File: src/include/geht_consts.svh
`ifndef GEHT_CONSTS_SVH
`define GEHT_CONSTS_SVH

// Power-up and device-clear defaults
`define GEHT_OPT_DEFAULT    2'h0
`define GEHT_TERM0_DEFAULT  8'h0D
`define GEHT_TERM1_DEFAULT  8'h0A
`define GEHT_TLEN_DEFAULT   2'h2

// Option field positions
`define GEHT_OPT_NO_EOI_BIT  0
`define GEHT_OPT_NO_HOLD_BIT 1

// Command letters
`define GEHT_CHR_OPT   8'h4B
`define GEHT_CHR_TERM  8'h59
`define GEHT_CHR_EXEC  8'h58
`define GEHT_CHR_FUNC  8'h46
`define GEHT_CHR_CAL   8'h43

// Character classes
`define GEHT_CHR_ZERO  8'h30
`define GEHT_CHR_THREE 8'h33
`define GEHT_CHR_NINE  8'h39
`define GEHT_CHR_UC_A  8'h41
`define GEHT_CHR_UC_Z  8'h5A
`define GEHT_CHR_BLANK 8'h20
`define GEHT_CHR_PLUS  8'h2B
`define GEHT_CHR_SLASH 8'h2F
`define GEHT_CHR_COMMA 8'h2C
`define GEHT_CHR_DOT   8'h2E
`define GEHT_CHR_LC_E  8'h65

// Hold-off times and clock rate
`define GEHT_CLK_KHZ     10000
`define GEHT_FUNC_MS     160
`define GEHT_AC_FUNC_MS  660
`define GEHT_OTHER_MS    200

`endif

File: src/include/geht_pkg.sv
package geht_pkg;

   // Command parser states
   typedef enum logic [2:0] {
      GEHT_P_IDLE = 3'b000,
      GEHT_P_OPT  = 3'b001,
      GEHT_P_FUNC = 3'b010,
      GEHT_P_Y0   = 3'b011,
      GEHT_P_Y1   = 3'b100,
      GEHT_P_Y2   = 3'b101
   } geht_pst_e;

   // Output sequencer states
   typedef enum logic [1:0] {
      GEHT_O_DATA  = 2'b00,
      GEHT_O_TERM0 = 2'b01,
      GEHT_O_TERM1 = 2'b10
   } geht_ost_e;

endpackage

File: src/rtl/geht_top.sv
// Function
// - Option 0 EOI+hold, 1 hold only, 2 EOI only, 3 neither.
// - Power-up or device clear restores the EOI/hold-off option default.
// - With EOI enabled, EOI accompanies the final byte of each output transfer.
// - With hold-off enabled, execute character holds NRFD until commands are processed.
// - Execute character handshake completes first; hold-off applies before next byte.
// - Held NRFD stalls the whole shared bus, not just this device.
// - Function select holds 160 ms, or 660 ms for AC functions.
// - Other commands hold between 117 and 200 ms.
// - Calibrate holds for the whole calibration run.
// - Programmed terminator follows each data string; default CR then LF.
// - Power-up or device clear restores the CR LF terminator.
// - Terminator command with one, two or zero characters before execute.
// - Two terminator characters are sent in programmed order.
`timescale 1ns/1ns
`include "geht_consts.svh"

module geht_top
   import geht_pkg::*;
#(
   parameter int          FUNC_HOLD_CYC  = `GEHT_FUNC_MS * `GEHT_CLK_KHZ,
   parameter int          AC_HOLD_CYC    = `GEHT_AC_FUNC_MS * `GEHT_CLK_KHZ,
   parameter int          OTHER_HOLD_CYC = `GEHT_OTHER_MS * `GEHT_CLK_KHZ,
   parameter logic [3:0]  AC_VOLT_CODE   = 4'h1,
   parameter logic [3:0]  AC_CURR_CODE   = 4'h2,
   parameter int          DW             = 8,
   parameter int          DEPTH          = 2
) (
   // Clock and reset
   input  wire logic          clk_sys_i,
   input  wire logic          nrst_i,
   // Device clear (DCL or SDC) pulse
   input  wire logic          dev_clear_i,
   // Received command bytes, handshake already complete
   input  wire logic          rx_valid_i,
   input  wire logic [7:0]    rx_data_i,
   output logic               rx_ready_o,
   // Instrument data string source
   input  wire logic          tx_valid_i,
   input  wire logic [DW-1:0] tx_data_i,
   input  wire logic          tx_last_i,
   output logic               tx_ready_o,
   // Talker output bytes
   output logic               out_valid_o,
   output logic [DW-1:0]      out_data_o,
   output logic               out_eoi_o,
   input  wire logic          out_ready_i,
   // Hold-off and execution
   output logic               nrfd_hold_o,
   output logic               exec_busy_o,
   output logic               cal_start_o,
   input  wire logic          cal_done_i,
   output logic               illegal_opt_o,
   output logic [1:0]         eoi_hold_opt_o
);

   localparam int CW = $clog2(AC_HOLD_CYC + 1);
   localparam int AW = $clog2(DEPTH);

   // Settings and parser state
   geht_pst_e   pst, next_pst;
   logic [1:0]  opt, next_opt, p_opt, next_p_opt;
   logic        p_opt_v, next_p_opt_v;
   logic [7:0]  term0, next_term0, term1, next_term1, p_t0, next_p_t0, p_t1, next_p_t1;
   logic [1:0]  tlen, next_tlen, p_tlen, next_p_tlen;
   logic        p_term_v, next_p_term_v;
   logic        p_func, next_p_func, p_ac, next_p_ac, p_cal, next_p_cal;
   logic        p_other, next_p_other, p_bad, next_p_bad;
   logic [CW-1:0] cnt, next_cnt;
   logic        cal_wait, next_cal_wait;
   logic        next_rx_ready, next_nrfd_hold, next_exec_busy, next_cal_start, next_illegal;
   logic        rx_take, is_exec, is_digit;
   logic [3:0]  fcode;

   // Characters a controller may not use as terminators
   function automatic logic forbidden(input logic [7:0] c);
      forbidden = (c >= `GEHT_CHR_UC_A && c <= `GEHT_CHR_UC_Z) ||
                  (c >= `GEHT_CHR_ZERO && c <= `GEHT_CHR_NINE) ||
                  c == `GEHT_CHR_BLANK || c == `GEHT_CHR_PLUS || c == `GEHT_CHR_SLASH ||
                  c == `GEHT_CHR_COMMA || c == `GEHT_CHR_DOT || c == `GEHT_CHR_LC_E;
   endfunction

   assign rx_take  = rx_valid_i && rx_ready_o;
   assign is_exec  = rx_data_i == `GEHT_CHR_EXEC;
   assign is_digit = rx_data_i >= `GEHT_CHR_ZERO && rx_data_i <= `GEHT_CHR_NINE;
   assign fcode    = rx_data_i[3:0];

   // Parser, settings and execution timing
   always_comb begin
      next_pst      = pst;
      next_opt      = opt;
      next_term0    = term0;
      next_term1    = term1;
      next_tlen     = tlen;
      next_p_opt    = p_opt;
      next_p_opt_v  = p_opt_v;
      next_p_t0     = p_t0;
      next_p_t1     = p_t1;
      next_p_tlen   = p_tlen;
      next_p_term_v = p_term_v;
      next_p_func   = p_func;
      next_p_ac     = p_ac;
      next_p_cal    = p_cal;
      next_p_other  = p_other;
      next_p_bad    = p_bad;
      next_cnt      = (cnt != '0) ? cnt - CW'(1) : cnt;
      next_cal_wait = cal_wait && !cal_done_i;
      next_cal_start = 1'b0;
      next_illegal  = 1'b0;
      if (dev_clear_i) begin
         // Defaults restored; pending string discarded
         next_opt      = `GEHT_OPT_DEFAULT;
         next_term0    = `GEHT_TERM0_DEFAULT;
         next_term1    = `GEHT_TERM1_DEFAULT;
         next_tlen     = `GEHT_TLEN_DEFAULT;
         next_pst      = GEHT_P_IDLE;
         next_p_opt_v  = 1'b0;
         next_p_term_v = 1'b0;
         next_p_func   = 1'b0;
         next_p_ac     = 1'b0;
         next_p_cal    = 1'b0;
         next_p_other  = 1'b0;
         next_p_bad    = 1'b0;
      end else if (rx_take && is_exec) begin
         // Execute: close the open command, then apply or reject the string
         next_p_bad = p_bad || pst == GEHT_P_OPT || pst == GEHT_P_FUNC;
         if (pst == GEHT_P_Y0 || pst == GEHT_P_Y1 || pst == GEHT_P_Y2) begin
            next_p_term_v = 1'b1;
            next_p_tlen   = (pst == GEHT_P_Y0) ? 2'h0 : (pst == GEHT_P_Y1) ? 2'h1 : 2'h2;
         end
         if (next_p_bad) begin
            next_illegal = 1'b1;
         end else begin
            if (p_opt_v) begin
               next_opt = p_opt;
            end
            if (next_p_term_v) begin
               next_term0 = p_t0;
               next_term1 = p_t1;
               next_tlen  = next_p_tlen;
            end
            // Calibrate wins, then function select, then any other command, in deciding the hold length
            if (p_cal) begin
               next_cal_wait  = 1'b1;
               next_cal_start = 1'b1;
            end else if (p_func) begin
               next_cnt = p_ac ? CW'(AC_HOLD_CYC) : CW'(FUNC_HOLD_CYC);
            end else if (p_other || p_opt_v || next_p_term_v) begin
               next_cnt = CW'(OTHER_HOLD_CYC);
            end
         end
         next_pst      = GEHT_P_IDLE;
         next_p_opt_v  = 1'b0;
         next_p_term_v = 1'b0;
         next_p_func   = 1'b0;
         next_p_ac     = 1'b0;
         next_p_cal    = 1'b0;
         next_p_other  = 1'b0;
         next_p_bad    = 1'b0;
      end else if (rx_take) begin
         unique case (pst)
            GEHT_P_IDLE: begin
               if (rx_data_i == `GEHT_CHR_OPT) begin
                  next_pst = GEHT_P_OPT;
               end else if (rx_data_i == `GEHT_CHR_TERM) begin
                  next_pst  = GEHT_P_Y0;
                  next_p_t0 = 8'h00;
                  next_p_t1 = 8'h00;
               end else if (rx_data_i == `GEHT_CHR_FUNC) begin
                  next_pst = GEHT_P_FUNC;
               end else if (rx_data_i == `GEHT_CHR_CAL) begin
                  next_p_cal = 1'b1;
               end else if (!is_digit) begin
                  next_p_other = 1'b1;
               end
            end
            GEHT_P_OPT: begin
               if (rx_data_i >= `GEHT_CHR_ZERO && rx_data_i <= `GEHT_CHR_THREE) begin
                  next_p_opt   = rx_data_i[1:0];
                  next_p_opt_v = 1'b1;
               end else begin
                  next_p_bad = 1'b1;
               end
               next_pst = GEHT_P_IDLE;
            end
            GEHT_P_FUNC: begin
               next_p_func = 1'b1;
               next_p_ac   = p_ac || (is_digit && (fcode == AC_VOLT_CODE || fcode == AC_CURR_CODE));
               next_p_bad  = p_bad || !is_digit;
               next_pst    = GEHT_P_IDLE;
            end
            GEHT_P_Y0: begin
               next_p_t0  = rx_data_i;
               next_p_bad = p_bad || forbidden(rx_data_i);
               next_pst   = GEHT_P_Y1;
            end
            GEHT_P_Y1: begin
               next_p_t1  = rx_data_i;
               next_p_bad = p_bad || forbidden(rx_data_i);
               next_pst   = GEHT_P_Y2;
            end
            GEHT_P_Y2: begin
               next_p_bad = 1'b1;                                    // Third character
            end
            default: begin
               next_pst = GEHT_P_IDLE;
            end
         endcase
      end
      // Hold NRFD while executing if the option asks for it
      // Hold starts only on an execute byte, so a clear during a free run cannot raise it
      next_exec_busy = next_cnt != '0 || next_cal_wait;
      next_nrfd_hold = next_exec_busy && !next_opt[`GEHT_OPT_NO_HOLD_BIT] &&
                       (nrfd_hold_o || (rx_take && is_exec && !dev_clear_i));
      next_rx_ready  = !next_nrfd_hold;
   end

   // Parser and settings registers
   always_ff @(posedge clk_sys_i or negedge nrst_i) begin
      if (!nrst_i) begin
         pst           <= GEHT_P_IDLE;
         opt           <= `GEHT_OPT_DEFAULT;
         term0         <= `GEHT_TERM0_DEFAULT;
         term1         <= `GEHT_TERM1_DEFAULT;
         tlen          <= `GEHT_TLEN_DEFAULT;
         p_opt         <= 2'h0;
         p_opt_v       <= 1'b0;
         p_t0          <= 8'h00;
         p_t1          <= 8'h00;
         p_tlen        <= 2'h0;
         p_term_v      <= 1'b0;
         p_func        <= 1'b0;
         p_ac          <= 1'b0;
         p_cal         <= 1'b0;
         p_other       <= 1'b0;
         p_bad         <= 1'b0;
         cnt           <= '0;
         cal_wait      <= 1'b0;
         rx_ready_o    <= 1'b1;
         nrfd_hold_o   <= 1'b0;
         exec_busy_o   <= 1'b0;
         cal_start_o   <= 1'b0;
         illegal_opt_o <= 1'b0;
         eoi_hold_opt_o <= `GEHT_OPT_DEFAULT;
      end else begin
         pst           <= next_pst;
         opt           <= next_opt;
         term0         <= next_term0;
         term1         <= next_term1;
         tlen          <= next_tlen;
         p_opt         <= next_p_opt;
         p_opt_v       <= next_p_opt_v;
         p_t0          <= next_p_t0;
         p_t1          <= next_p_t1;
         p_tlen        <= next_p_tlen;
         p_term_v      <= next_p_term_v;
         p_func        <= next_p_func;
         p_ac          <= next_p_ac;
         p_cal         <= next_p_cal;
         p_other       <= next_p_other;
         p_bad         <= next_p_bad;
         cnt           <= next_cnt;
         cal_wait      <= next_cal_wait;
         rx_ready_o    <= next_rx_ready;
         nrfd_hold_o   <= next_nrfd_hold;
         exec_busy_o   <= next_exec_busy;
         cal_start_o   <= next_cal_start;
         illegal_opt_o <= next_illegal;
         eoi_hold_opt_o <= next_opt;
      end
   end

   // Two-entry buffer; a stalled talker back-pressures the data source
   logic [DW:0]   mem [DEPTH], next_mem [DEPTH];
   logic [AW-1:0] wp, next_wp, rp, next_rp;
   logic [AW:0]   fill, next_fill;
   geht_ost_e     ost, next_ost;
   logic          next_tx_ready, next_out_valid, next_out_eoi, buf_push, buf_pop, slot_free;
   logic [DW-1:0] next_out_data;

   assign buf_push  = tx_valid_i && tx_ready_o;
   assign slot_free = !out_valid_o || out_ready_i;

   // Output sequencer: data bytes, then terminator, EOI on the final byte
   always_comb begin
      next_ost       = ost;
      next_out_valid = out_valid_o && !out_ready_i;
      next_out_data  = out_data_o;
      next_out_eoi   = out_eoi_o;
      buf_pop        = 1'b0;
      if (slot_free) begin
         unique case (ost)
            GEHT_O_DATA: begin
               if (fill != '0) begin
                  buf_pop        = 1'b1;
                  next_out_valid = 1'b1;
                  next_out_data  = mem[rp][DW-1:0];
                  next_out_eoi   = mem[rp][DW] && tlen == 2'h0 && !opt[`GEHT_OPT_NO_EOI_BIT];
                  if (mem[rp][DW] && tlen != 2'h0) begin
                     next_ost = GEHT_O_TERM0;
                  end
               end
            end
            GEHT_O_TERM0: begin
               next_out_valid = 1'b1;
               next_out_data  = DW'(term0);
               next_out_eoi   = tlen == 2'h1 && !opt[`GEHT_OPT_NO_EOI_BIT];
               next_ost       = (tlen == 2'h2) ? GEHT_O_TERM1 : GEHT_O_DATA;
            end
            GEHT_O_TERM1: begin
               next_out_valid = 1'b1;
               next_out_data  = DW'(term1);
               next_out_eoi   = !opt[`GEHT_OPT_NO_EOI_BIT];
               next_ost       = GEHT_O_DATA;
            end
            default: begin
               next_ost = GEHT_O_DATA;
            end
         endcase
      end
      next_mem = mem;
      if (buf_push) begin
         next_mem[wp] = {tx_last_i, tx_data_i};
      end
      next_wp       = buf_push ? AW'(wp + 1'b1) : wp;
      next_rp       = buf_pop ? AW'(rp + 1'b1) : rp;
      next_fill     = fill + (AW+1)'(buf_push) - (AW+1)'(buf_pop);
      next_tx_ready = next_fill != (AW+1)'(DEPTH);
   end

   // Buffer and output registers
   always_ff @(posedge clk_sys_i or negedge nrst_i) begin
      if (!nrst_i) begin
         mem         <= '{default: '0};
         wp          <= '0;
         rp          <= '0;
         fill        <= '0;
         ost         <= GEHT_O_DATA;
         tx_ready_o  <= 1'b1;
         out_valid_o <= 1'b0;
         out_data_o  <= '0;
         out_eoi_o   <= 1'b0;
      end else begin
         mem         <= next_mem;
         wp          <= next_wp;
         rp          <= next_rp;
         fill        <= next_fill;
         ost         <= next_ost;
         tx_ready_o  <= next_tx_ready;
         out_valid_o <= next_out_valid;
         out_data_o  <= next_out_data;
         out_eoi_o   <= next_out_eoi;
      end
   end

endmodule

File: config.mk
export PLATFORM = sky130hd
export DESIGN_NAME = geht_top
export DESIGN_NICKNAME = d
export VERILOG_FILES = /design/src/include/geht_pkg.sv /design/src/rtl/geht_top.sv
export VERILOG_INCLUDE_DIRS = /design/src /design/src/include
export SDC_FILE = /design/constraint.sdc
export NUM_CORES = 1
export LEC_CHECK = 0
export ABC_AREA = 0
export BUFFER_PORTS_ARGS = -buffer_cell sky130_fd_sc_hd__buf_2
export CORE_UTILIZATION = 38
export DETAILED_ROUTE_END_ITERATION = 16
export GPL_ROUTABILITY_DRIVEN = 0
export GPL_TIMING_DRIVEN = 1
export SLEW_MARGIN = 20
export SYNTH_ARGS = -nofsm -noshare
export SYNTH_HDL_FRONTEND = slang
export SYNTH_SLANG_ARGS = --single-unit
File: constraint.sdc
create_clock -name clk_sys_i -period 9 [get_ports clk_sys_i]
set_clock_uncertainty 0.2 [all_clocks]
set_input_delay 1.35 -clock clk_sys_i [delete_from_list [all_inputs] [get_ports clk_sys_i]]
set_output_delay 1.35 -clock clk_sys_i [all_outputs]
set_load 0.005 [all_outputs]
== Word level (Yosys, flattened, before mapping) ==
Cells that the tools add are included.

* $add $sub $neg: 5
* $lt $le $gt $ge: 8
* Equality and inequality tests: 36
* Mux-type cells: 109
* Bitwise logic cells: 4
* Reduce and logical (&&, ||, !) cells: 81

{| class="wikitable"
|+ Operators with widths
! cell !! number
|-
| 23-bit 2-to-1 mux || 8
|-
| 8-bit 2-to-1 mux || 11
|-
| 1-bit 2-to-1 mux || 56
|-
| 8-bit by 7-bit == test with 1-bit output (second input constant) || 6
|-
| 23-bit nonzero test || 2
|-
| 8-bit by 6-bit == test with 1-bit output (second input constant) || 5
|-
| 9-bit 2-to-1 mux || 4
|-
| 8-bit case mux with 2 select lines || 2
|-
| 2-bit 2-to-1 mux || 14
|-
| 8-bit case mux with 3 select lines || 1
|-
| 23-bit by 1-bit subtractor with 23-bit output (second input constant) || 1
|-
| 3-bit AND reduction || 7
|-
| 3-bit nonzero test || 7
|-
| 1-bit logical OR || 20
|-
| 18-bit bitwise mux || 1
|-
| 3-bit 2-to-1 mux || 6
|-
| 6-bit AND reduction || 3
|-
| 1-bit logical AND || 17
|-
| 8-bit by 6-bit <= comparator with 1-bit output (second input constant) || 2
|-
| 3-bit inequality test (second input constant) || 5
|-
| 2-bit nonzero test || 7
|-
| 2-bit inequality test (second input constant) || 6
|-
| 3-bit case mux with 4 select lines || 1
|-
| 9-bit demux with 1-bit select || 1
|-
| other kinds (32) || 50
|}

* Register bits after elaboration: 114
* Output and inout port bits: 18
* Logic and storage cells: 277

== Logic depth before layout (Yosys ltp) ==
* Depth after elaboration: 18
* Gate-level depth with buffers: 10

== Least setup slack after synthesis ==
No wires, ideal clock.

* Path type: input port to flip-flop
* From: in rx_data_i[4]
* To: reg pst[1]
* Library setup time: 0.125 ns
* Arrival: 3.155 ns
* Setup slack: 5.521 ns
* Cell stages on the path: 6
* Path buffers: 1
* Cell sequence: buf_2 > nor4bb_1 > nand2_1 > o31ai_1 > a21o_1 > mux2_2

* Word-level cells in the longest chain between the ends: 7

{| class="wikitable"
|+ Ends and longest elaborated chain
! what !! RTL line !! text
|-
| from (decl) || geht_top.sv:36 || <nowiki>input wire logic [7:0] rx_data_i,</nowiki>
|-
| 8-bit by 7-bit == test with 1-bit output (no source line) || - ||
|-
| 3-bit 2-to-1 mux || geht_top.sv:165 || <nowiki>end else if (rx_data_i == `GEHT_CHR_TERM) begin</nowiki>
|-
| 3-bit 2-to-1 mux || geht_top.sv:163 || <nowiki>if (rx_data_i == `GEHT_CHR_OPT) begin</nowiki>
|-
| 3-bit case mux with 4 select lines || geht_top.sv:161 || <nowiki>unique case (pst)</nowiki>
|-
| 3-bit 2-to-1 mux || geht_top.sv:160 || <nowiki>end else if (rx_take) begin</nowiki>
|-
| 3-bit 2-to-1 mux || geht_top.sv:124 || <nowiki>end else if (rx_take && is_exec) begin</nowiki>
|-
| 3-bit 2-to-1 mux || geht_top.sv:110 || <nowiki>if (dev_clear_i) begin</nowiki>
|-
| to (signal assigned) || geht_top.sv:246 || <nowiki>pst <= next_pst;</nowiki>
|-
| to (decl) || geht_top.sv:61 || <nowiki>geht_pst_e pst, next_pst;</nowiki>
|}

Several ways; a longest one is shown, not always the timed one. The select of a mux whose other input is x is not followed.
A chain may end at the register's enable or synchronous reset.

== Final worst setup path ==
* From: in rx_data_i[3]
* To: reg tlen[0]

* Word-level cells in the longest chain between the ends: 4

{| class="wikitable"
|+ Ends and longest elaborated chain
! what !! RTL line !! text
|-
| 8-bit by 7-bit == test with 1-bit output (no source line) || - ||
|-
| 1-bit logical AND || geht_top.sv:124 ||
|-
| 2-bit nonzero test (no source line) || - ||
|-
| 3-bit AND reduction (no source line) || - ||
|-
| to (signal assigned) || geht_top.sv:225 || <nowiki>tlen <= `GEHT_TLEN_DEFAULT;</nowiki>
|-
| to (signal assigned) || geht_top.sv:250 || <nowiki>tlen <= next_tlen;</nowiki>
|-
| to (decl) || geht_top.sv:65 || <nowiki>logic [1:0] tlen, next_tlen, p_tlen, next_p_tlen;</nowiki>
|}

No other way between the ends.

==> impl_metrics.py <==
metrics = {
    "cells_and_area": {
        "syn2layout_area_growth_pct": 15.7,
        "nFillCells": 1382,
        "n_antenna_cell": 0,
        "layout_common_cells": "105 x dfrtp_1, 82 x nand2_1, 44 x nor2_1",
        "nets": 662,
        "layout-drive-gt1-share_pct": 19.1,
        "final_common_cell": "dfrtp_1",
        "fin_cells": 827,
        "post-route-util_pct": 45.7,
        "fin_area_mm2": 0.00672,
    },
    "global_routing": {
        "antenna_found_initial": 0,
        "gr-total-overflow": 0,
        "grt_use_total_pct": 18.7,
        "grt_max_degree": 81,
        "grt_pass1_wl_um": 23100,
        "grt_pass1_vias": 4501,
    },
    "synth": {
        "synth_cells": 597,
        "syn-cell-area_mm2": 0.00581,
        "synth_area_leaders": "dfrtp_1 45%, mux2_2 5.8%, nand2_1 5.3%",
        "ys_types": 66,
        "synth_edf_count": 0,
        "async_flop_share_pct": 100,
        "ys_seq_area_share_pct": 48.8,
        "synth.yosys.warnings": 0,
        "synth.top_cell.area_share_pct": 45.2,
        "syn_nets": 629,
        "synth_top_flop_cell": "dfrtp_1",
        "yosys.area.top_type": "dfrtp_1",
        "avgSynthCellArea_um2": 9.73,
        "ys_seq_elements": 113,
    },
    "cts": {
        "root_buffer": "clkbuf_16",
        "htree_levels": 4,
        "holdBufCountCts": 0,
        "cts_setup_buffers": 0,
        "cts_tree": "done",
        "cts_buffers": 17,
        "clockBufferDepth": 2,
        "path_clk_slew_ns": 0.05,
        "clkLatencyLatePin_ns": 0.42,
        "cts-resized-gates": 0,
        "cts.sinks": 113,
    },
    "worst_setup_path": {
        "slowest_stage": "a21boi_1",
        "start_kind": "input port",
        "crit_required_ns": 9.13,
        "critPathMaxFanout": 15,
        "crit_top_cell": "nand2_1",
        "critPathMaxStageDelay_ns": 0.92,
        "critPathKind": "in2reg",
        "arrival_ns": 3.90,
        "crit_chain": "buf_2 > nor4bb_1 > nand2_1 > nor4_1 > a21boi_1 > nand2_1 > a21oi_1",
        "r2r_setup_slack_ns": 5.73,
        "endpoint_kind": "flop",
    },
    "timing": {
        "worst_pin_slew_ns": 1.07,
        "period_minus_slack_ns": 3.77,
        "slew_headroom_pct": 28.7,
        "finalHoldViolCount": 0,
        "layout_setup_ws_ns": 5.23,
        "hold_slack_ns": 0.298,
        "setup-tns-final_ns": 0,
        "setup_viol": 0,
        "finalMaxSlewViolations": 0,
        "rsz0062_at_grt": "no",
        "final.period_utilization_pct": 41.9,
        "fmax_ghz": 0.265,
    },
    "hold_path": {
        "hp-class": "reg2reg",
    },
    "pwr": {
        "power_density_mw_per_mm2": 276,
        "irDropWorstVdd_mv": 0.120,
        "power_mw": 1.86,
        "leakage_nw": 2.83,
    },
    "flow_run": {
        "maxCapViolCount": 0,
    },
    "placement": {
        "place_inst": 795,
        "dpl.hpwl_um": 9640,
        "portBuffers": 41,
        "place_ws_ns": 4.86,
        "placed_area_mm2": 0.00614,
    },
    "route": {
        "first_pass_iters": 11,
        "vias": 4606,
        "first_iter_violations": 220,
        "avgViaCountPerCell": 5.57,
        "wire_per_inst_um": 16.5,
        "ant_nets": 0,
        "wirelength_um": 13700,
        "drc_errors": 3,
    },
    "floorplan": {
        "die_w_um": 126,
        "num_rows": 44,
        "die_area_mm2": 0.0158,
        "die_h_um": 126,
        "pin_count": 42,
        "core_area_mm2": 0.0147,
        "start_util_pct": 39.5,
    },
    "status": {
        "status": "finished with violations",
        "violations": "DRC",
    },
}
[path summary, 6_finish.rpt]
path | start | depth (start not counted) | to
setup / recovery | rx_data_i[3] | 7 | tlen[0]
hold reg to reg | term1[1] | 2 | term1[1]
min in group asynchronous | nrst_i | 1 | out_data_o[3]
setup reg to reg | cnt[0] | 9 | nrfd_hold_o
hold / removal | term1[1] | 2 | term1[1]
max in group asynchronous | nrst_i | 2 | pst[2]
[layout make-up]
class / instances / area, um2 / area share [%]
timing repair buffer: 44 / 234 / 3.48
sequential: 113 / 2840 / 42.2
clock buffer: 28 / 517 / 7.69
tap: 184 / 230 / 3.43
clock inverter: 4 / 50.0 / 0.745
multi-input combinational: 431 / 2770 / 41.1
inverter: 23 / 86.3 / 1.28
[per-layer routing]
metal / share of wire [%] / up-vias / GRT usage (%)
met5: 0 / - / 0
met4: 1.3 / 0 / 7.10
met3: 4.0 / 17 / 3.91
met2: 48 / 114 / 30.2
met1: 47 / 2265 / 24.8
li1: - / 2210 / -
[cells by family (layout without fill, tap and decap cells)]
logic type	after synthesis	count (layout)	share of synthesized area, %
simple gates	235	235	21.5
compound gates	126	126	13.4
flops	113	113	48.8
buf+inv	53	99	3.64
mux	42	42	7.90
xor+xnor	20	20	3.02
fa+ha+maj	8	8	1.72
[where the power goes]
group | switching (mW) | internal [mW]
clock | 0.223 | 0.415
sequential | 0.106 | 0.627
combinational | 0.246 | 0.239
[Yosys cell counts (5+ instances only)]
| cell type | n |
|---|---|
| a21o_1 | 5 |
| a21oi_1 | 40 |
| a221oi_1 | 9 |
| a31oi_1 | 7 |
| clkbuf_1 | 25 |
| dfrtp_1 | 105 |
| dfstp_2 | 8 |
| ha_1 | 8 |
| inv_1 | 22 |
| mux2_2 | 30 |
| mux2i_1 | 11 |
| nand2_1 | 82 |
| nand2b_1 | 5 |
| nand3_1 | 21 |
| nand4_1 | 5 |
| nor2_1 | 44 |
| nor3_1 | 16 |
| nor4_1 | 9 |
| o211ai_1 | 6 |
| o21ai_0 | 21 |
| o21ai_1 | 12 |
| or3_1 | 7 |
| or4_1 | 5 |
| xnor2_1 | 12 |
| xor2_1 | 8 |
[critical path: cells and delay by family]
kind / cells / cell delay [ns]
buf+inv: 1 / 0.21
compound gates: 2 / 1.10
simple gates: 4 / 1.23
[sequential cells by signal, summed over array words and instances, names as in the netlist, 3 cells and up]
name,count
out_data_o,8
mem,18
cnt,23
term1,8
p_t0,8
p_t1,8
term0,8
pst,3
No activity file was read; power rests on OpenSTA's default activity.
